===== config.mk =====
export PLATFORM = sky130hd
export DESIGN_NAME = kpi_keypad_irq
export DESIGN_NICKNAME = d
export VERILOG_FILES = /design/src/logic/kpi_pkg.sv /design/src/logic/kpi_sync_if.sv /design/src/logic/kpi_keypad_irq.sv /design/src/logic/kpi_pin_sync.sv
export SDC_FILE = /design/constraint.sdc
export NUM_CORES = 1
export LEC_CHECK = 0
export BUFFER_PORTS_ARGS = -buffer_cell sky130_fd_sc_hd__buf_2
export CAP_MARGIN = 20
export CORE_MARGIN = 2
export CORE_UTILIZATION = 40
export DETAILED_ROUTE_END_ITERATION = 10
export GPL_TIMING_DRIVEN = 1
export PLACE_DENSITY = 0.72
export SLEW_MARGIN = 20
export SYNTH_ARGS = -nofsm -noshare
export SYNTH_HDL_FRONTEND = slang
export SYNTH_SLANG_ARGS = --single-unit

===== constraint.sdc =====
create_clock -name pclk -period 1.4 [get_ports pclk]
set_input_delay 0.14 -clock pclk [delete_from_list [all_inputs] [get_ports pclk]]
set_output_delay 0.14 -clock pclk [all_outputs]
set_load 0.01 [all_outputs]

===== src/logic/kpi_pkg.sv =====
//==============================================================================
// Summary of operation
// each keypad input has its own enable bit, armed independently
// polarity bit 1 selects rising/high, 0 selects falling/low
// enabled input turns on pullup for falling/low, pulldown for rising/high
// latch sets when at least one enabled input becomes asserted
// edge-only: edge ignored while another enabled input already asserted
// edge-and-level: request stays while any enabled input asserted
// level mode clears only after acknowledge and all inputs deasserted
// acknowledge comes from vector fetch or software writing 1
// acknowledge does not block later edges; new edge latches again
// reset clears pending request and sensitivity bit even if input asserted
// edge-only mode: acknowledge clears latch at once
// pending flag reads 1 while request pending, regardless of mask
// mask 1 blocks interrupt request output, mask 0 allows it
// enable bit forces the pin to act as input
// software masks, sets polarity, enables, acknowledges, then unmasks
// level input acknowledged after load delay; edge input at once
// keeps detecting in wait and stop; unmasked request wakes MCU
// in break, software clears ignored unless break clear enable is 1
// acknowledge bit is write-only and always reads 0
// reserved enable bits read 0; software writes 0
// pins synchronised to bus clock, edges from consecutive samples
package kpi_pkg;

  //============================================================================
  // sizes
  localparam int ADDR_W = 12;
  localparam int DATA_W = 32;
  localparam int NPINS  = 6;

  //============================================================================
  // register map (byte addresses)
  localparam logic [11:0] OFF_STATUS   = 12'h000;
  localparam logic [11:0] OFF_ENABLE   = 12'h004;
  localparam logic [11:0] OFF_POLARITY = 12'h008;

  //============================================================================
  // status/control field positions
  localparam int BIT_MODE = 0;
  localparam int BIT_MASK = 1;
  localparam int BIT_ACK  = 2;
  localparam int BIT_PEND = 3;

  //============================================================================
  // reset values
  localparam logic RST_MODE = 1'b0;
  localparam logic RST_MASK = 1'b0;

endpackage


===== src/logic/kpi_sync_if.sv =====
`timescale 1ns/1ps
//==============================================================================
// carrier between the pin synchroniser and the controller
interface kpi_sync_if #(
  parameter int N = 6
);
  logic [N-1:0] raw;
  logic         ce;
  logic [N-1:0] stable;

  modport sync (input raw, input ce, output stable);
  modport user (output raw, output ce, input stable);
endinterface


===== src/logic/kpi_keypad_irq.sv =====
`timescale 1ns/1ps
//==============================================================================
// keypad pin interrupt controller with APB register access
module kpi_keypad_irq #(
  parameter int N = kpi_pkg::NPINS
) (
  input  wire logic                        pclk,               // bus clock
  input  wire logic                        presetn,            // async reset, low
  input  wire logic                        clk_en,             // freezes state when low
  input  wire logic                        psel,               // apb select
  input  wire logic                        penable,            // apb enable
  input  wire logic                        pwrite,             // apb direction
  input  wire logic [kpi_pkg::ADDR_W-1:0]  paddr,              // apb address
  input  wire logic [kpi_pkg::DATA_W-1:0]  pwdata,             // apb write data
  output logic      [kpi_pkg::DATA_W-1:0]  prdata,             // apb read data
  output logic                             pready,             // apb ready
  output logic                             pslverr,            // apb error
  input  wire logic [N-1:0]                keypad_inputs,      // asynchronous pins
  input  wire logic                        vector_fetch_ack,   // cpu vector fetch
  input  wire logic                        break_state,        // debug break active
  input  wire logic                        break_clear_enable, // clears allowed in break
  output logic                             irq_req,            // interrupt to cpu
  output logic                             wake_req,           // wake from wait/stop
  output logic      [N-1:0]                pull_up_en,         // pin pullup on
  output logic      [N-1:0]                pull_down_en,       // pin pulldown on
  output logic      [N-1:0]                pin_force_input     // override direction
);

  //============================================================================
  // state
  typedef struct packed {
    logic                       mode;
    logic                       mask;
    logic [N-1:0]               en;
    logic [N-1:0]               pol;
    logic                       latch;
    logic                       prev_any;
    logic                       irq;
    logic                       wake;
    logic [N-1:0]               pull_up;
    logic [N-1:0]               pull_dn;
    logic [N-1:0]               force_in;
    logic                       ready;
    logic [kpi_pkg::DATA_W-1:0] rdata;
    logic                       slverr;
  } kpi_state_s;

  kpi_state_s st_ff;
  kpi_state_s nxt_st;

  //============================================================================
  // helpers
  function automatic logic hit(input logic [kpi_pkg::ADDR_W-1:0] a,
                               input logic [11:0]                off);
    hit = (a == off);
  endfunction

  function automatic logic [kpi_pkg::DATA_W-1:0] widen(input logic [N-1:0] v);
    widen = '0;
    widen[N-1:0] = v; // reserved upper bits stay zero
  endfunction

  function automatic logic [kpi_pkg::DATA_W-1:0] status_word(input logic pend,
                                                              input logic msk,
                                                              input logic md);
    status_word = '0;
    status_word[kpi_pkg::BIT_PEND] = pend;
    status_word[kpi_pkg::BIT_MASK] = msk;
    status_word[kpi_pkg::BIT_MODE] = md;
  endfunction

  //============================================================================
  // pin synchroniser
  kpi_sync_if #(.N(N)) sync_bus ();

  assign sync_bus.raw = keypad_inputs;
  assign sync_bus.ce  = clk_en;

  kpi_pin_sync #(.N(N)) u_sync (
    .pclk    (pclk),
    .presetn (presetn),
    .sb      (sync_bus)
  );

  //============================================================================
  // detection and bus decode
  logic [N-1:0] pin_asserted;
  logic         any_asserted;
  logic         set_req;
  logic         setup_ph;
  logic         wr_acc;
  logic         wr_status;
  logic         clear_ok;
  logic         ack;
  logic         pend;

  always_comb
  begin
    pin_asserted = st_ff.en & ~(sync_bus.stable ^ st_ff.pol);
    any_asserted = |pin_asserted;
    // one edge on the combined level: a held input hides new edges
    set_req      = any_asserted & ~st_ff.prev_any;
    // level mode: request also stands while any input held, so ack and
    // release may come in either order
    pend         = st_ff.latch | (st_ff.mode & st_ff.prev_any);
    setup_ph     = psel & ~penable;
    wr_acc       = psel & penable & st_ff.ready & pwrite;
    wr_status    = wr_acc & hit(paddr, kpi_pkg::OFF_STATUS);
    clear_ok     = ~break_state | break_clear_enable;
    ack          = vector_fetch_ack
                 | (wr_status & pwdata[kpi_pkg::BIT_ACK] & clear_ok);
  end

  //============================================================================
  // next state
  always_comb
  begin
    nxt_st = st_ff;
    if (clk_en)
    begin
      if (wr_status)
      begin
        nxt_st.mask = pwdata[kpi_pkg::BIT_MASK];
        nxt_st.mode = pwdata[kpi_pkg::BIT_MODE];
      end
      if (wr_acc && hit(paddr, kpi_pkg::OFF_ENABLE))
        nxt_st.en = pwdata[N-1:0];
      if (wr_acc && hit(paddr, kpi_pkg::OFF_POLARITY))
        nxt_st.pol = pwdata[N-1:0];
      // set wins over acknowledge in the same cycle; level mode hold comes from the mode term
      nxt_st.latch    = set_req | (st_ff.latch & ~ack);
      nxt_st.prev_any = any_asserted;
      nxt_st.irq      = (nxt_st.latch | (nxt_st.mode & any_asserted))
                      & ~nxt_st.mask;
      nxt_st.wake     = (nxt_st.latch | (nxt_st.mode & any_asserted))
                      & ~nxt_st.mask;
      nxt_st.pull_up  = nxt_st.en & ~nxt_st.pol;
      nxt_st.pull_dn  = nxt_st.en & nxt_st.pol;
      nxt_st.force_in = nxt_st.en;
      // no wait state: data captured at setup, ready in first access cycle
      nxt_st.ready  = setup_ph;
      nxt_st.slverr = 1'b0;
      if (setup_ph)
      begin
        nxt_st.rdata = '0;
        if (hit(paddr, kpi_pkg::OFF_STATUS))
          nxt_st.rdata = status_word(pend, st_ff.mask,
                                     st_ff.mode);
        else if (hit(paddr, kpi_pkg::OFF_ENABLE))
          nxt_st.rdata = widen(st_ff.en);
        else if (hit(paddr, kpi_pkg::OFF_POLARITY))
          nxt_st.rdata = widen(st_ff.pol);
        else
          nxt_st.slverr = 1'b1;
      end
    end
  end

  always_ff @(posedge pclk or negedge presetn)
  begin
    if (!presetn)
    begin
      st_ff      <= '0;
      st_ff.mode <= kpi_pkg::RST_MODE;
      st_ff.mask <= kpi_pkg::RST_MASK;
    end
    else
      st_ff <= nxt_st;
  end

  assign prdata          = st_ff.rdata;
  assign pready          = st_ff.ready;
  assign pslverr         = st_ff.slverr;
  assign irq_req         = st_ff.irq;
  assign wake_req        = st_ff.wake;
  assign pull_up_en      = st_ff.pull_up;
  assign pull_down_en    = st_ff.pull_dn;
  assign pin_force_input = st_ff.force_in;

  function automatic logic pending_bit();
    pending_bit = st_ff.latch;
  endfunction
endmodule // kpi_keypad_irq


===== src/logic/kpi_pin_sync.sv =====
`timescale 1ns/1ps
//==============================================================================
// three-stage pin synchroniser; a change is taken once stages two and three agree
module kpi_pin_sync #(
  parameter int N = 6
) (
  input  wire logic pclk,    // bus clock
  input  wire logic presetn, // async reset, active low
  kpi_sync_if.sync  sb       // raw pins in, settled levels out
);

  typedef struct packed {
    logic [N-1:0] s1;
    logic [N-1:0] s2;
    logic [N-1:0] s3;
    logic [N-1:0] stable;
  } kpi_sync_s;

  kpi_sync_s st_ff;
  kpi_sync_s nxt_st;
  logic [N-1:0] agree;

  always_comb
  begin
    nxt_st = st_ff;
    agree  = ~(st_ff.s2 ^ st_ff.s3);
    if (sb.ce)
    begin
      nxt_st.s1     = sb.raw;
      nxt_st.s2     = st_ff.s1;
      nxt_st.s3     = st_ff.s2;
      nxt_st.stable = (st_ff.s3 & agree) | (st_ff.stable & ~agree);
    end
  end

  always_ff @(posedge pclk or negedge presetn)
  begin
    if (!presetn)
      st_ff <= '0;
    else
      st_ff <= nxt_st;
  end

  assign sb.stable = st_ff.stable;

endmodule // kpi_pin_sync


==> run metrics, run 1 <==
gr ovfl total=0; # fillers=763; CP max stage cell=dfrtp_1; fraction of registers with async set/reset=100.0%; EDFF count, synth=0; antenna violations before repair=0; Post-DP Area=4081 um2; CTS root buffer=clkbuf_8; syn avg cell area=between 9 and 10 um2; Area Growth Syn to Fin=29.92%; Initial Utilization=between 40% and 50%; ANT cells=0; crit-path leading delay family=simple AND/OR/NAND/NOR gates; Core Area=about 8700 um2; Pins Over Slew Limit=0; Hold Fails Final Rpt=0; RSZ-0062 raised after global routing=true; drt first-iter violations=305; CTS H-tree depth=3; Setup Skew=~7.4 ps; kind of critical path=reg2reg; HPWL after DPL=6405 um; Hold WC Path Type=in2reg; status=finished, violations left; Post-Synthesis Cell Area=between 3000 and 4000 um2; # nets final=518; TritonCTS clock tree=done; sequential share of the synthesized area=42.35%; share of cells above drive strength 1=a little over two fifths; FMAX=about 640 MHz; worst skew pair latency=340 ps; max cap viols=0; Distinct cells, synth=47; WL per Instance=16.84 um; port bufs=60; Ys Warns=0; crit end category=flip-flop; Via density=between 5 and 6; final WL=about 9600 um; CTS Buf Count=9; TritonCTS Sinks=61; WP data required=around 1600 ps; CP Cell Sequence=and4_4 > buf_6 > nand4_1 > mux2_2 > nor2_1 > a22o_1; RD Place Congestion=around 0.94; CP arrival=approximately 1800 ps; Yosys reg bits=61; gate count after technology mapping=376; # IOs=between 100 and 150; Worst Path Buf+Inv=1; antenna viol nets, final=0; drt first pass iters=4; total track usage=~20%; final worst-path cycle share=111.0%; final setup TNS=-2518 ps; fin crit period=between 1500 and 2000 ps; dpl ws=-318.3 ps; Multi-input gate area=about 1900 um2; vias in the first global route=just over 3000; largest net degree at the start of global routing=62; Final setup violation count=25; failing checks=setup timing; FF-to-FF setup slack=-150 ps; VDD IR-drop max=roughly 0.00090 V; Worst Path Max Fanout=4; first-pass GRT wire length=roughly 15000 um; pwr dens=between 900 and 1000 nW/um2; Tot Pwr=4.563 mW; ys flop type=dfrtp_1; routed vias=a little over 3000; Worst setup SP type=flip-flop; CTS Buffer Depth=2; Reg clk slew, reported paths=70 ps; Lkg Pwr=2.158 nW; highest cell delay on the worst timing path=between 300 and 400 ps; die width=98.93 um; worst setup margin=-154.7 ps; FF+latch area=~1500 um2; Die ar.=just under 10000 um2; # rows=34; chip height=a little under 100 um; Finished Cell Area=roughly 4700 um2; DRC=0
==> kinds of logic (layout without fill, tap and decap cells) <==
group | count (synthesis) | after routing | share of synthesized area (%)
xor+xnor | 6 | 6 | 1.458
simple gates | 106 | 106 | 16.52
mux | 31 | 31 | 10.10
compound gates | 87 | 87 | 15.03
buf+inv | 84 | 147 | 14.44
other cells | 1 | 26 | 0.1040
flops | 61 | 61 | 42.35
==> area by class of cell <==
cell class,count,share of cell area (%)
inverters,14,1.122
well taps,108,2.885
clock inverters,5,1.256
multi-input cells,256,41.28
clock buffers,11,3.233
repair buffers,117,17.63
flip-flops and latches,61,32.59
==> Yosys cell counts, types with 2 or more instances <==
cell      number  share of area, %
nor3_2         2              0.56
buf_4         52                11
mux2_2        19               5.9
buf_1          2              0.21
mux2_4         6               2.5
buf_2          2              0.28
nor3_1         6              0.83
a221oi_1       3              0.73
a31oi_1        3              0.52
xnor2_1        6               1.5
nand2_4        2              0.62
clkbuf_1      13               1.4
nor2_1        28               2.9
a32oi_1        6               1.5
nand2b_1       5              0.87
o21ai_0       30               4.2
a21oi_1       24               3.3
dfrtp_1       61                42
o31ai_1        3              0.62
nor4_4         3               1.8
nand2_1       36               3.7
mux2i_1        6               1.7
a211o_1        2              0.49
inv_1         13               1.4
o32ai_1        6               1.5
a22oi_1        3              0.62
nand4_1        5              0.87
nor2b_1        9               1.6
and4_1         2              0.49
==> final timing paths <==
| kind | from | end | cells past startpoint |
|---|---|---|---|
| max | pready | wake_req | 6 |
| min | keypad_inputs[1] | u_sync.st_ff[19] | 2 |
| max reg2reg | pready | wake_req | 6 |
| min reg2reg | prdata[2] | prdata[2] | 2 |
| max in group asynchronous | presetn | wake_req | 3 |
| min in group asynchronous | presetn | pull_down_en[3] | 3 |
==> through the flow <==
stage / util (%) / instances / hold slack, ps
after global routing: 53.70 / 572 / 15.33
after floorplan: - / 401 / -155.6
final: 53.70 / 572 / 29.14
after detailed placement: 46.80 / 545 / 177.9
after global placement: 46.80 / 545 / 173.0
after CTS: 51.78 / 567 / 14.46
==> repair_timing <==
item / CTS / global route
hold buffers: 1 / 0
setup endpoints to repair: 26 / 27
gates resized for setup: 34 / 20
setup buffers: 6 / 6
endpoints found under the hold margin: 61 / 0
pin swaps: 18 / 10
cloned: 1 / 0
==> cells in the final DEF (no fill, tap or decap), types with 2 or more instances in the layout <==
cell type / instances
a32oi_2: 3
nand2_1: 34
a31oi_1: 3
nor4_4: 3
o21ai_1: 2
nand2_4: 2
nand2b_1: 5
nor2b_1: 9
buf_4: 42
dfrtp_1: 61
inv_1: 13
and4_4: 2
o31ai_1: 3
a32oi_1: 3
clkbuf_8: 11
a211o_1: 2
a21oi_2: 9
nor3_4: 3
a221oi_2: 3
o21ai_2: 2
buf_12: 3
mux2_4: 10
nand4_1: 5
nand2_2: 2
buf_6: 10
buf_2: 60
xnor2_1: 6
nor3_2: 5
a22oi_1: 3
o21ai_0: 26
mux2_2: 15
a21oi_1: 15
nor2_1: 28
clkinvlp_4: 2
conb_1: 26
mux2i_1: 6
o32ai_4: 5
==> routing by layer <==
metal / wire length, um / GRT usage, % / share of wire, %
met1: 3790 / 25.18 / 39
met4: 169 / 5.690 / 1.8
met2: 4919 / 31.55 / 51
met5: 0 / 0 / 0
met3: 752 / 6.950 / 7.8
==> worst reg2reg max path, stage by stage, from the launching register on <==
cell and delay [ps]:
dfrtp_1 380, and4_4 250, buf_6 120, nand4_1 180, mux2_2 290, nor2_1 40
a22o_1 200
==> report_power, final <==
part | leakage (nW) | switching (mW) | internal (mW)
Sequential | 0.756 | 0.158 | 1.96
Combinational | 1.30 | 0.437 | 0.373
Clock | 0.102 | 0.720 | 0.918
==> sequential cells by signal, indices dropped and copies added, names as in the netlist, 6 cells and up, named ones only <==
signal / cells
st_ff: 10
pull_up_en: 6
prdata: 6
pull_down_en: 6
pin_force_input: 6
u_sync.st_ff: 18
Power figures use the tool's default switching activity.
==> inputs of run 2 (changes only) <==
--- a/config.mk
+++ b/config.mk
@@ -12,4 +12,5 @@
 export DETAILED_ROUTE_END_ITERATION = 10
 export GPL_TIMING_DRIVEN = 1
+export HOLD_SLACK_MARGIN = 0.1
 export PLACE_DENSITY = 0.72
 export SLEW_MARGIN = 20
==> constraint.sdc (replaced) <==
create_clock -name pclk -period 1.4 [get_ports pclk]
set_input_delay 0.21 -clock pclk [delete_from_list [all_inputs] [get_ports pclk]]
set_output_delay 0.21 -clock pclk [all_outputs]
set_load 0.01 [all_outputs]
==> run 2 against run 1 <==
Compared with the run above:
- the flow still finishes with violations (setup timing)
- clock power down 16%
- sequential share of layout area rose by 0.57 points
- via count is 1.3% lower
- register-to-register slack got worse by 30 ps
==> run metrics, run 2 (synthesis gave the netlist of run 1 again) <==
VDD IR-drop max=0.0005735 V (-36%); HPWL after DPL=6394 um (-0.17%); final worst-path cycle share=112.9% (+1.8 points); end of the critical path=pull_down_en[2]; crit end category=flip-flop; max cap viols=0 (unchanged); TritonCTS Sinks=61 (unchanged); worst setup margin=-180.4 ps (-25.69 ps); Top reg by flops=u_sync.st_ff; first-pass GRT wire length=14860 um (-2.4%); final WL=9199 um (-4.5%); reg2reg path depth=7 (+1); fin crit period=1580 ps (+25.69 ps); kind of critical path=reg2reg; Final setup violation count=24 (-4.0%); Regs by FF count=u_sync.st_ff x18, st_ff x10; Largest register FFs=18 (unchanged); # IOs=113 (unchanged); routed vias=2981 (-1.3%); Post-Route Utilization=52.78% (-0.92 points); Worst setup SP type=flip-flop; Lkg Pwr=2.135 nW (-1.1%); Core Area=8721 um2 (unchanged); CTS Buffer Depth=2 (unchanged); Via density=5.184 (-1.8%); WP data required=1690 ps (+60 ps); CP Cell Sequence=and4_4 > nand4_1 > buf_6 > o32ai_2 > nor3_2 > buf_4 > nor2_1; CTS Buf Count=9 (unchanged); ANT cells=0 (unchanged); Worst Path Buf+Inv=2 (+1); Inst Count DP=549 (+0.73%); CTS H-tree depth=3 (unchanged); Critical path origin=pready; status=finished, violations left; FF-to-FF setup slack=-180 ps (-30 ps); Non-Filler Instances=575 (+0.52%); dpl ws=-488.8 ps (-170.4 ps); # rows=34 (unchanged); DRC=0 (unchanged); most frequent cells in the layout=dfrtp_1 (61), buf_2 (60), buf_4 (39), nand2_1 (34), nor2_1 (27); die width=98.93 um (unchanged); drt first-iter violations=145 (-52%); pwr dens=926.7 nW/um2 (-4.9%); worst skew pair latency=350 ps (about the same); antenna violations before repair=0 (unchanged); final setup TNS=-2969 ps (-450.9 ps); antenna viol nets, final=0 (unchanged); FMAX=632.8 MHz (-1.6%); largest net degree at the start of global routing=62 (unchanged); Pins Over Slew Limit=0 (unchanged); WL per Instance=16.00 um (-5.0%); vias in the first global route=2954 (-2.3%); RD Place Congestion=0.9227 (-2.2%); total track usage=19.51% (-0.16 points); Worst Path Max Fanout=4 (unchanged); worst hold margin=140.8 ps (+111.6 ps); drt first pass iters=4 (unchanged); TritonCTS clock tree=done; failing checks=setup timing; Setup Skew=7.079 ps (-0.3601 ps); reg2reg end=pull_down_en[2]; CP max stage cell=dfrtp_1; chip height=98.93 um (unchanged); highest cell delay on the worst timing path=390 ps (about the same); crit-path leading delay family=simple AND/OR/NAND/NOR gates; most common cell after layout, fill and taps aside=dfrtp_1; Reg clk slew, reported paths=70 ps (about the same); CP Depth=7 (+1); RSZ-0062 raised after global routing=true; share of cells above drive strength 1=41.97% (-2.0 points); CP arrival=1870 ps (+90 ps); Initial Utilization=41.33% (unchanged); Hold Fails Final Rpt=0 (unchanged); reg2reg start=pready; port bufs=60 (unchanged); Area Growth Syn to Fin=27.70%; Hold WC Path Type=in2reg; CTS root buffer=clkbuf_8; gr ovfl total=0 (unchanged); Die ar.=9787 um2 (unchanged); # nets final=521 (+0.58%)
-- run 2: per-stage QoR --
stage	total power, mW	cell area [um2]
CTS	4.291	4442
global placement	2.864	4136
global route	4.491	4603
finish	4.266	4603
detailed placement	2.899	4136
floorplan	2.669	3754
-- run 2: repair_timing --
item	4_1_cts	5_1_grt
resized for setup	17	29
hold buffers	7	0
endpoints found under the hold margin	67	0
endpoints found under the setup margin	26	28
buffers inserted	1	3
pin swaps	14	16
-- run 2: cell type report --
class                      instances  area [um2]
timing repair buffer             120       847.1
clock inverter                     6       38.79
fill                             783        4118
sequential                        61        1526
inverter                          14       52.55
tap                              108       135.1
clock buffer                      10       127.6
multi-input combinational        256        1876
-- run 2: worst min-delay path by stage --
stage,end,startpoint,depth (start not counted)
floorplan,asynchronous set/reset pin,presetn,0
global placement,pull_down_en[2],presetn,2
detailed placement,pull_down_en[2],presetn,2
CTS,pin_force_input[0],pwdata[0],3
global route,pin_force_input[5],pwdata[5],3
finish,pin_force_input[5],pwdata[5],3
-- run 2: tightest hold or removal path, cell delays in order --
cell     delay [ps]
buf_2           140
nand2_2          50
o21ai_1          50
-- run 2: metal layers --
metal / global-route usage, % / part of all wire (%) / wire, um
met2: 32.59 / 49 / 4477
met1: 24.38 / 42 / 3890
met5: 0 / 0 / 0
met4: 6.006 / 2.2 / 206
met3: 5.816 / 6.8 / 625
-- run 2: power by group --
part | leakage (nW) | switching [mW] | internal, mW
Sequential | 0.756 | 0.165 | 1.96
Combinational | 1.30 | 0.415 | 0.360
Clock | 0.0824 | 0.732 | 0.638
